[src/drs_map.vh]
// drs_map.vh: object indices, warning bit positions, state codes, limits
// assumes: included by the runtime status object files of the drive
`ifndef DRS_MAP_VH
`define DRS_MAP_VH

`define DRS_IDX_WARNING      16'h2003
`define DRS_IDX_STATE        16'h2004
`define DRS_IDX_TEMP_DRIVE   16'h2030
`define DRS_IDX_TEMP_MOTOR   16'h2031
`define DRS_IDX_TEMP_SINK    16'h2032
`define DRS_IDX_BUS_VOLT     16'h2041
`define DRS_IDX_TORQUE_CUR   16'h2050
`define DRS_IDX_CONTROL_WORD 16'h6040

`define DRS_CW_FAULT_RESET   7
`define DRS_WARN_USED        14
`define DRS_WARN_RESET       32'h0000_0000

`define DRS_W_GUARD          0
`define DRS_W_OVERLOAD       1
`define DRS_W_STORE_OFF      2
`define DRS_W_UPDATE_DENY    3
`define DRS_W_FACTORY_BLANK  4
`define DRS_W_ALARM_OFF      5
`define DRS_W_COMM_DEFAULT   6
`define DRS_W_DAC_BAD        7
`define DRS_W_TEMP_SINK      8
`define DRS_W_TEMP_LOGIC     9
`define DRS_W_TEMP_MOTOR     10
`define DRS_W_CAN_ERR        11
`define DRS_W_TQ_FUNC        12
`define DRS_W_TQ_LIMIT       13

`define DRS_ST_NOT_READY     16'h0000
`define DRS_ST_SAFETY        16'h0001
`define DRS_ST_STOP          16'h0002
`define DRS_ST_RUN           16'h0003
`define DRS_ST_STANDBY       16'h0004
`define DRS_ST_BRAKE_SHORT   16'h0005
`define DRS_ST_SW_DISABLED   16'h000a
`define DRS_ST_READY         16'h000b
`define DRS_ST_FAULT_REACT   16'h0010
`define DRS_ST_FAULT         16'h0011
`define DRS_ST_ERROR         16'h0012

`define DRS_TDRV_MIN         16'hff6a
`define DRS_TDRV_MAX         16'h04e2
`define DRS_TMOT_MIN         16'hfe70
`define DRS_TMOT_MAX         16'h0514
`define DRS_VBUS_MAX         16'h2af8
`define DRS_TQ_MIN           16'h8001
`define DRS_TQ_MAX           16'h7fff

`define DRS_ABORT_READ_ONLY  32'h0601_0002
`define DRS_ABORT_NO_OBJECT  32'h0602_0000

`endif

[src/drs_clamp.v]
// drs_clamp.v: registered signed clamp of one measurement to its range
// assumes: bounds are constants; input is on the same clock
`timescale 1ns/1ns
module drs_clamp #(
  parameter [15:0] MIN_VAL = 16'h8001,
  parameter [15:0] MAX_VAL = 16'h7fff
) (
  input  wire        clk,
  input  wire        reset_n,
  input  wire [15:0] raw,
  output reg  [15:0] clamped_r
);
  // out-of-range front-end values are pinned, never passed on
  wire signed [15:0] raw_s = raw;
  wire signed [15:0] min_s = MIN_VAL;
  wire signed [15:0] max_s = MAX_VAL;
  reg         [15:0] clamped_nxt;

  always @* begin
    if (raw_s < min_s)
      clamped_nxt = MIN_VAL;
    else if (raw_s > max_s)
      clamped_nxt = MAX_VAL;
    else
      clamped_nxt = raw;
  end

  always @(posedge clk) begin
    if (!reset_n)
      clamped_r <= 16'h0000;
    else
      clamped_r <= clamped_nxt;
  end
endmodule // drs_clamp

[src/drs_status.v]
// drs_status.v: runtime monitoring objects of the drive, read by SDO
// assumes: SDO decode upstream delivers one-cycle read/write requests
// with a 16-bit object index; sources are same clock unless noted
//
// Functional notes
// - fault reset bit 7 clears all warnings except those whose source is still active
// - 32-bit read-only warning word, bits 14-31 zero
// - bit 0: node guarding message lost
// - bit 1: overload energy limit active
// - bit 2: store/restore/load commands disabled
// - bit 3: network parameter update refused
// - bit 4: factory area blank
// - bit 5: network alarms disabled
// - bit 6: comm objects set to defaults
// - bit 7: converter configuration invalid
// - bits 8,9,10: sink, logic, motor temperature
// - bit 11: CAN error passive or bus-off
// - bit 12 limit enabled, bit 13 limiting
// - codes 2 stop, 3 run, 4 standby
// - codes 0, 10, 11 init substates
// - codes 16, 17, 18 fault substates
// - code 1 safety, 5 braking short
// - drive temperature -150..1250 tenths degree
// - motor temperature -400..1300 tenths degree
// - heat sink temperature -400..1300
// - bus voltage 0..11000 hundredths volt
// - torque current -32767..32767 hundredths amp
`timescale 1ns/1ns
`include "drs_map.vh"
module drs_status (
  input  wire        clk,
  input  wire        reset_n,
  // sdo object access
  input  wire        obj_rd,
  input  wire        obj_wr,
  input  wire [15:0] obj_index,
  input  wire [31:0] obj_wdata,
  output reg         obj_ack_r,
  output reg         obj_abort_r,
  output reg  [31:0] obj_abort_code_r,
  output reg  [31:0] obj_rdata_r,
  // warning sources, levels
  input  wire        guard_lost,
  input  wire        overload_energy_limit,
  input  wire        store_disabled,
  input  wire        update_refused,
  input  wire        factory_blank,
  input  wire        alarm_report_off,
  input  wire        comm_default_init,
  input  wire        dac_config_bad,
  input  wire        temp_sink_warn,
  input  wire        temp_logic_warn,
  input  wire        temp_motor_warn,
  input  wire        can_error_pin,
  input  wire        torque_limit_on,
  input  wire        torque_limiting,
  // drive state machine condition, one-hot select
  input  wire [10:0] state_sel,
  // raw measurements
  input  wire [15:0] drive_temp_raw,
  input  wire [15:0] motor_temp_raw,
  input  wire [15:0] sink_temp_raw,
  input  wire [15:0] bus_volt_raw,
  input  wire [15:0] torque_cur_raw,
  // mirrors of the objects
  output reg  [31:0] warning_log_r,
  output reg  [15:0] drive_state_code_r
);

  localparam [10:0] S_NOT_READY  = 11'h001;
  localparam [10:0] S_SAFETY     = 11'h002;
  localparam [10:0] S_STOP       = 11'h004;
  localparam [10:0] S_RUN        = 11'h008;
  localparam [10:0] S_STANDBY    = 11'h010;
  localparam [10:0] S_BRAKE      = 11'h020;
  localparam [10:0] S_SW_DIS     = 11'h040;
  localparam [10:0] S_READY      = 11'h080;
  localparam [10:0] S_FLT_REACT  = 11'h100;
  localparam [10:0] S_FAULT      = 11'h200;
  localparam [10:0] S_ERROR      = 11'h400;

  // the CAN error line comes from the controller pin domain
  reg         can_err_s1_r;
  reg         can_err_s2_r;
  wire [13:0] warn_src;
  reg  [31:0] warning_nxt;
  reg  [15:0] state_nxt;
  wire [15:0] tdrv_q;
  wire [15:0] tmot_q;
  wire [15:0] tsnk_q;
  wire [15:0] vbus_q;
  wire [15:0] tqc_q;
  wire        fault_reset;
  integer     i;

  function is_status_obj;
    input [15:0] idx;
    begin
      is_status_obj = (idx == `DRS_IDX_WARNING) ||
                      (idx == `DRS_IDX_STATE) ||
                      (idx == `DRS_IDX_TEMP_DRIVE) ||
                      (idx == `DRS_IDX_TEMP_MOTOR) ||
                      (idx == `DRS_IDX_TEMP_SINK) ||
                      (idx == `DRS_IDX_BUS_VOLT) ||
                      (idx == `DRS_IDX_TORQUE_CUR);
    end
  endfunction

  always @(posedge clk) begin
    if (!reset_n) begin
      can_err_s1_r <= 1'b0;
      can_err_s2_r <= 1'b0;
    end else begin
      can_err_s1_r <= can_error_pin;
      can_err_s2_r <= can_err_s1_r;
    end
  end

  assign warn_src[`DRS_W_GUARD]         = guard_lost;
  assign warn_src[`DRS_W_OVERLOAD]      = overload_energy_limit;
  assign warn_src[`DRS_W_STORE_OFF]     = store_disabled;
  assign warn_src[`DRS_W_UPDATE_DENY]   = update_refused;
  assign warn_src[`DRS_W_FACTORY_BLANK] = factory_blank;
  assign warn_src[`DRS_W_ALARM_OFF]     = alarm_report_off;
  assign warn_src[`DRS_W_COMM_DEFAULT]  = comm_default_init;
  assign warn_src[`DRS_W_DAC_BAD]       = dac_config_bad;
  assign warn_src[`DRS_W_TEMP_SINK]     = temp_sink_warn;
  assign warn_src[`DRS_W_TEMP_LOGIC]    = temp_logic_warn;
  assign warn_src[`DRS_W_TEMP_MOTOR]    = temp_motor_warn;
  assign warn_src[`DRS_W_CAN_ERR]       = can_err_s2_r;
  assign warn_src[`DRS_W_TQ_FUNC]       = torque_limit_on;
  assign warn_src[`DRS_W_TQ_LIMIT]      = torque_limiting;

  assign fault_reset = obj_wr &&
                       (obj_index == `DRS_IDX_CONTROL_WORD) &&
                       obj_wdata[`DRS_CW_FAULT_RESET];

  // clear first, then set: a condition still present survives the reset
  always @* begin
    warning_nxt = warning_log_r;
    if (fault_reset)
      warning_nxt = `DRS_WARN_RESET;
    for (i = 0; i < `DRS_WARN_USED; i = i + 1) begin
      if (warn_src[i])
        warning_nxt[i] = 1'b1;
    end
    warning_nxt[31:`DRS_WARN_USED] = 18'h00000;
  end

  always @* begin
    case (state_sel)
      S_NOT_READY: state_nxt = `DRS_ST_NOT_READY;
      S_SAFETY:    state_nxt = `DRS_ST_SAFETY;
      S_STOP:      state_nxt = `DRS_ST_STOP;
      S_RUN:       state_nxt = `DRS_ST_RUN;
      S_STANDBY:   state_nxt = `DRS_ST_STANDBY;
      S_BRAKE:     state_nxt = `DRS_ST_BRAKE_SHORT;
      S_SW_DIS:    state_nxt = `DRS_ST_SW_DISABLED;
      S_READY:     state_nxt = `DRS_ST_READY;
      S_FLT_REACT: state_nxt = `DRS_ST_FAULT_REACT;
      S_FAULT:     state_nxt = `DRS_ST_FAULT;
      S_ERROR:     state_nxt = `DRS_ST_ERROR;
      // a malformed select holds the last code rather than invent one
      default:     state_nxt = drive_state_code_r;
    endcase
  end

  always @(posedge clk) begin
    if (!reset_n) begin
      warning_log_r      <= `DRS_WARN_RESET;
      drive_state_code_r <= `DRS_ST_NOT_READY;
    end else begin
      warning_log_r      <= warning_nxt;
      drive_state_code_r <= state_nxt;
    end
  end

  drs_clamp #(.MIN_VAL(`DRS_TDRV_MIN), .MAX_VAL(`DRS_TDRV_MAX)) u_tdrv (
    .clk       (clk),
    .reset_n   (reset_n),
    .raw       (drive_temp_raw),
    .clamped_r (tdrv_q)
  );

  drs_clamp #(.MIN_VAL(`DRS_TMOT_MIN), .MAX_VAL(`DRS_TMOT_MAX)) u_tmot (
    .clk       (clk),
    .reset_n   (reset_n),
    .raw       (motor_temp_raw),
    .clamped_r (tmot_q)
  );

  drs_clamp #(.MIN_VAL(`DRS_TMOT_MIN), .MAX_VAL(`DRS_TMOT_MAX)) u_tsnk (
    .clk       (clk),
    .reset_n   (reset_n),
    .raw       (sink_temp_raw),
    .clamped_r (tsnk_q)
  );

  drs_clamp #(.MIN_VAL(16'h0000), .MAX_VAL(`DRS_VBUS_MAX)) u_vbus (
    .clk       (clk),
    .reset_n   (reset_n),
    .raw       (bus_volt_raw),
    .clamped_r (vbus_q)
  );

  drs_clamp #(.MIN_VAL(`DRS_TQ_MIN), .MAX_VAL(`DRS_TQ_MAX)) u_tqc (
    .clk       (clk),
    .reset_n   (reset_n),
    .raw       (torque_cur_raw),
    .clamped_r (tqc_q)
  );

  // answers one cycle after the request; the control word write is
  // acknowledged here only as far as the fault reset goes
  always @(posedge clk) begin
    if (!reset_n) begin
      obj_ack_r        <= 1'b0;
      obj_abort_r      <= 1'b0;
      obj_abort_code_r <= 32'h0000_0000;
      obj_rdata_r      <= 32'h0000_0000;
    end else begin
      obj_ack_r        <= 1'b0;
      obj_abort_r      <= 1'b0;
      obj_abort_code_r <= 32'h0000_0000;
      if (obj_wr) begin
        if (obj_index == `DRS_IDX_CONTROL_WORD) begin
          obj_ack_r <= 1'b1;
        end else if (is_status_obj(obj_index)) begin
          obj_abort_r      <= 1'b1;
          obj_abort_code_r <= `DRS_ABORT_READ_ONLY;
        end else begin
          obj_abort_r      <= 1'b1;
          obj_abort_code_r <= `DRS_ABORT_NO_OBJECT;
        end
      end else if (obj_rd) begin
        case (obj_index)
          `DRS_IDX_WARNING: begin
            obj_ack_r   <= 1'b1;
            obj_rdata_r <= warning_log_r;
          end
          `DRS_IDX_STATE: begin
            obj_ack_r   <= 1'b1;
            obj_rdata_r <= {16'h0000, drive_state_code_r};
          end
          `DRS_IDX_TEMP_DRIVE: begin
            obj_ack_r   <= 1'b1;
            obj_rdata_r <= {{16{tdrv_q[15]}}, tdrv_q};
          end
          `DRS_IDX_TEMP_MOTOR: begin
            obj_ack_r   <= 1'b1;
            obj_rdata_r <= {{16{tmot_q[15]}}, tmot_q};
          end
          `DRS_IDX_TEMP_SINK: begin
            obj_ack_r   <= 1'b1;
            obj_rdata_r <= {{16{tsnk_q[15]}}, tsnk_q};
          end
          `DRS_IDX_BUS_VOLT: begin
            obj_ack_r   <= 1'b1;
            obj_rdata_r <= {16'h0000, vbus_q};
          end
          `DRS_IDX_TORQUE_CUR: begin
            obj_ack_r   <= 1'b1;
            obj_rdata_r <= {{16{tqc_q[15]}}, tqc_q};
          end
          default: begin
            obj_abort_r      <= 1'b1;
            obj_abort_code_r <= `DRS_ABORT_NO_OBJECT;
          end
        endcase
      end
    end
  end
endmodule // drs_status

[config.mk]
export PLATFORM = sky130hd
export DESIGN_NAME = drs_status
export DESIGN_NICKNAME = d
export VERILOG_FILES = /design/src/drs_clamp.v /design/src/drs_status.v
export VERILOG_INCLUDE_DIRS = /design/src
export SDC_FILE = /design/constraint.sdc
export NUM_CORES = 1
export LEC_CHECK = 0
export BUFFER_PORTS_ARGS = -buffer_cell sky130_fd_sc_hd__buf_2
export CAP_MARGIN = 20
export CORE_MARGIN = 3
export CORE_UTILIZATION = 43
export CTS_CLUSTER_DIAMETER = 120
export DETAILED_ROUTE_END_ITERATION = 8
export PLACE_DENSITY_LB_ADDON = 0.08
export SKIP_CTS_REPAIR_TIMING = 1
export SLEW_MARGIN = 20
export SYNTH_ARGS = -nofsm -noshare
export SYNTH_HDL_FRONTEND = slang
export SYNTH_SLANG_ARGS = --single-unit
[constraint.sdc]
create_clock -name clk -period 2.7 [get_ports clk]
set_clock_uncertainty 0.2 [all_clocks]
set_input_delay 0.54 -clock clk [delete_from_list [all_inputs] [get_ports clk]]
set_output_delay 0.54 -clock clk [all_outputs]
set_load 0.02 [all_outputs]
* Word-level counts from Yosys, hierarchy flattened *
Cells that the tools add are included.

storage, ports and cells
  register bits = 178
  input bits = 157

cells by class
  magnitude comparators = 10
  equal/unequal tests = 19
  multiplexer cells = 39
  bitwise gates (word level) = 2
  reductions and logical operators = 35

operators with widths
  kind                    count
  $pmux W32 S7            1
  $pmux W16 S11           1
  $mux W16                8
  $eq A16 B14 Y1 const B  7
  $mux W27                3
  $gt A16 B12 Y1 const B  3
  $lt A16 B10 Y1 const B  2
  $mux W32                1
  $mux W14                2
  $reduce_bool A2 Y1      14
  $mux W1                 22
  $mux W18                1
  $eq A16 B15 Y1 const B  1
  $gt A16 B15 Y1 const B  1
  $gt A16 B16 Y1 const B  1
  $lt A16 B1 Y1 const B   1
  $lt A16 B16 Y1 const B  1
  $lt A16 B9 Y1 const B   1
  $reduce_or A3 Y1        4
  $eq A11 B1 Y1 const B   1
  $eq A11 B10 Y1 const B  1
  $eq A11 B11 Y1 const B  1
  $eq A11 B2 Y1 const B   1
  $eq A11 B3 Y1 const B   1
  14 further kinds        25

* Depth between registers and ports, before layout *
  depth after elaboration = 10
  depth in mapped cells = 9

* Hierarchy *
From an unflattened synthesis, not the netlist that was laid out.

unflattened totals
  cell total of the unflattened synthesis = 644
  area total of the unflattened synthesis = 5970.7 µm²

by module, submodules not included
  module                   instances  cells an instance  area an instance (µm²)
  drs_status               1          369                3000.4
  drs_clamp at u_tmot ...  2          66                 654.4
  drs_clamp at u_tdrv      1          56                 581.8
  drs_clamp at u_vbus      1          48                 544.3
  drs_clamp at u_tqc       1          39                 535.5

* Least setup slack after synthesis *
OpenSTA, ideal clock, no wires.

  kind = input-to-reg
  start = input port drive_temp_raw[11]
  end = register u_tdrv.clamped_r[10]
  data arrival time = 2.453 ns
  path slack = -0.068 ns
  cell stages on the path = 6
  cells stage by stage = or4b_1 or4_1 a2111oi_2 or2_1 nand2_1 o21a_1

on the way
  cells in the longest elaborated chain, start to end = 3
  elaborated cells on any way between the ends = 4
  classes of those cells = 2 x order compare; 2 x mux

RTL lines
  element               line             source
  from (decl)           drs_status.v:60  input wire [15:0] drive_temp_raw,
  $gt A16 B12 Y1        drs_clamp.v:22   else if (raw_s > max_s)
  $mux W16              drs_clamp.v:22
  $mux W16 *            drs_clamp.v:20   if (raw_s < min_s)
  to (signal assigned)  drs_clamp.v:32   clamped_r <= clamped_nxt;
  to (decl)             drs_clamp.v:11   output reg [15:0] clamped_r

Every way passes the cells marked *; elsewhere a longest branch is shown, timed or not.
A chain may end at the register's enable or synchronous reset.

* Final worst setup path *
  start = input port obj_index[12]
  end = register obj_rdata_r[11]

on the way
  cells in the longest elaborated chain, start to end = 3
  elaborated cells on any way between the ends = 10
  classes of those cells = 7 x eq/ne; 1 x mux; 2 x reduce/logical

RTL lines
  element                              line              source
  from (decl)                          drs_status.v:36   input wire [15:0] obj_index,
  $eq A16 B14 Y1                       drs_status.v:236  case (obj_index)
  $reduce_bool A7 Y1 (no source line)  -
  $reduce_and A3 Y1 (no source line)   -
  to (signal assigned)                 drs_status.v:239  obj_rdata_r <= warning_log_r;
  to (signal assigned)                 drs_status.v:243  obj_rdata_r <= {16'h0000, drive_state_code_r};
  to (signal assigned)                 drs_status.v:247  obj_rdata_r <= {{16{tdrv_q[15]}}, tdrv_q};
  to (decl)                            drs_status.v:41   output reg [31:0] obj_rdata_r,

Several ways; a longest one is shown, not always the timed one.

==> results.yml <==
status:
  status: "finished, final reports clean"
critical_path:
  criticalPathCategory: "input port to flop"
  rrSetupSlack_ps: 960
  cp.buffers_inverters: 2
  cp-end-kind: "flop"
  rr_endpoint: "obj_rdata_r[15]$_SDFFE_PN0P_"
  crit_chain: "buf_2 > or4b_1 > or3_1 > o31ai_2 > o21a_1 > buf_12 > nand2_1 > o22ai_1"
  rr_startpoint: "u_tsnk.clamped_r[15]$_SDFF_PN0_"
  crit_slowest_cell: "or4b_1"
  critical_path_depth: 8
  critPathTopFamily: "simple AND/OR/NAND/NOR gates"
  worst-path-max-fanout: 16
  cp_slowest_stage_delay_ps: 520
  rr_worst_depth: 5
  cp-start-kind: "input port"
  crit_required_ps: 2820
  cp_data_arrival_time_ps: 2680
  startpoint: "obj_index[12]"
place:
  gp_congestion: 0.8710
  place_ws_ps: -335.1
  port_buffers: 183
  hpwl_mm: 12.65
  placed_area_mm2: 0.006839
sta:
  hold_violations: 0
  fmax_ghz: 0.3904
  tightest_slew_ps: 828.2
  slew_headroom_pct: 44.36
  finalWorstSetupSlack_ps: 138.7
  period_needed_ps: 2561
  rsz0062_at_grt: "no"
  finalSetupViolations: 0
  hold_slack_ps: 134.7
  maxSlewViolCount: 0
  fin_crit_sh_pct: 94.86
floorplanning:
  die_area_mm2: 0.01498
  die_h_um: 122.4
  num_rows: 41
  die_w_um: 122.4
  ios: 271
  initial_utilization_pct: 45.06
  core_area_mm2: 0.01293
routing:
  via_count: 5410
  dr.pass1.iters: 5
  wl_per_cell_um: 15.59
  avgViaCountPerCell: 5.202
  wl_mm: 16.21
  drtIter0Drc: 364
  antenna_left: 0
  drc: 0
synth:
  yosysSeqAreaShare_pct: 41.92
  synth_edf_count: 0
  postSynthCellCount: 658
  ys.flop_type: "dfxtp_1"
  syn_area_mm2: 0.005826
  synth.largest_area_cell: "dfxtp_1"
  synth_most_common_cell: "dfxtp_1"
  yosysWarnings: 0
  synth_top_area_share_pct: 41.92
  ys_types: 62
  synth.area.top_cells: "dfxtp_1 42%, buf_4 9.5%, nor2_1 3.9%"
  async_reset_ff_share_pct: 0
  synth_top_cells_by_count: "122 x dfxtp_1, 74 x buf_4, 60 x nor2_1"
  syn_area_per_cell_um2: 8.853
  synth-seq-cells: 122
power_and_ir_drop:
  p_clk_share_pct: 48.2
  sequentialPowerShare_pct: 40.7
  intPower_mw: 3.532
  sw_frac_of_total_pct: 24.80
  p_comb_share_pct: 11.0
  worst_ir_drop_vdd_mv: 0.4513
  power.net_switching_mw: 1.165
  p_per_area_mw_per_mm2: 630.3
  leakagePower_nw: 3.397
finish:
  finish.instance_area_mm2: 0.007452
  nNetsFinal: 1012
  drive_gt1_share_pct: 30.30
  antenna_cells: 0
  area_growth_pct: 27.92
  n_fill_cell: 1215
clock_network:
  cts_max_level: 4
  cts_root_buf: "clkbuf_16"
  cts_tree: "yes"
  cts.path.max_buffers: 2
  clk_latency_ps: 420
  cts_buffers: 17
  clkTransAtPathRegs_ps: 60
  cts.sinks: 122
grt:
  grt_antenna_before_repair: 0
  grt_max_degree: 49
  grt_pass1_wl_mm: 24.84
  grt.overflow.total: 0
  grt_usage_pct: 21.22
  grt_pass1_vias: 5085
hold_path:
  hp-class: "input port to flop"
  hp-start: "motor_temp_raw[0]"
  holdPathEnd: "u_tmot.clamped_r[0]$_SDFF_PP0_"
  hold_depth: 2
run:
  max_cap_viol_count: 0
## power by group through the flow
stage          combinational [mW]  sequential, mW  clock [mW]
4_1_cts                     0.515            1.91        2.30
2_1_floorplan               0.327            1.96           0
3_5_place_dp                0.512            1.95           0
5_1_grt                     0.571            1.92        2.38
6_report                    0.518            1.91        2.27
3_3_place_gp                0.503            1.95           0
## worst reg2reg max path: stages, from the launching register on
cell and delay [ps]:
dfxtp_1 300, mux2_2 280, a32o_1 200, a22oi_1 230
nor3_1 100, o31a_1 300
## stage by stage
stage / TNS [ps] / cells / total power, mW / util (%)
after floorplan: 0 / 715 / 2.288 / -
after global placement: -4817 / 1008 / 2.452 / 52.90
after detailed placement: -5605 / 1008 / 2.463 / 52.90
after CTS: 0 / 1040 / 4.727 / 57.57
after global routing: 0 / 1040 / 4.873 / 57.65
final: 0 / 1040 / 4.697 / 57.65
## cells in the final DEF (no fill, tap or decap), types with 5 or more instances in the layout
cell       netlist  layout
conb_1           1      58
o21ai_0         19      19
a311oi_1         7       7
a222oi_1         5       5
a22o_1           7       7
nor4_1           9       9
buf_2            3     183
buf_4           74      38
mux2i_1         14      14
clkbuf_16        0      17
a221oi_1         5       5
nand3_1          7       7
a22oi_1         16      16
a21oi_1         32      32
a211oi_1         5       5
nor2b_1          9       9
dfxtp_1        122     122
inv_1           10      10
and2_1          31      31
o22ai_1         18      18
nor2_1          60      60
and3_1          24      24
nor3_1          23      22
nand2_1         28      28
o31a_1           5       5
o21a_1          22      22
nand4_1          9       9
## flip-flops by register name (all words and copies together), names as in the netlist
name and cells:
obj_rdata_r 17, u_tdrv.clamped_r 16, u_tmot.clamped_r 16, u_tqc.clamped_r 16, u_tsnk.clamped_r 16, u_vbus.clamped_r 16, warning_log_r 14, drive_state_code_r 5
obj_abort_code_r 3, can_err_s1_r 1, can_err_s2_r 1, obj_ack_r 1
## how the worst max path moves through the flow
stage	to	slack, ps
floorplan	u_tdrv.clamped_r[10]$_SDFF_PN0_	20
global placement	obj_rdata_r[10]$_SDFFE_PN0P_	-240
detailed placement	obj_rdata_r[11]$_SDFFE_PN0P_	-340
CTS	obj_rdata_r[11]$_SDFFE_PN0P_	80
global route	obj_rdata_r[11]$_SDFFE_PN0P_	8
finish	obj_rdata_r[11]$_SDFFE_PN0P_	140
## logic make-up after synthesis
logic type / share of synthesized area (%)
other: 0.06437
muxes: 2.792
buffers and inverters: 12.20
and+or+nand+nor: 22.23
AOI/OAI and AO/OA: 19.74
xor gates and xnor gates: 1.052
DFF: 41.92
## routing by layer
metal  vias to the layer above  routed length (um)  global-route usage (%)
li1                       2665                   -                       -
met1                      2473                6947                   26.72
met2                       248                7816                   35.45
met3                        24                1211                   6.037
met4                         0                 238                   6.158
met5                         -                   0                       0
## layout make-up
cell class	count	area, um^2	area share [%]
clock inverters	14	173.9	2.334
clock buffers	18	429.2	5.759
multi-input cells	481	2913	39.09
flip-flops and latches	122	2442	32.77
well taps	172	215.2	2.888
inverters	10	37.54	0.5037
repair buffers	223	1241	16.66
(Power assumes the default switching activity.)
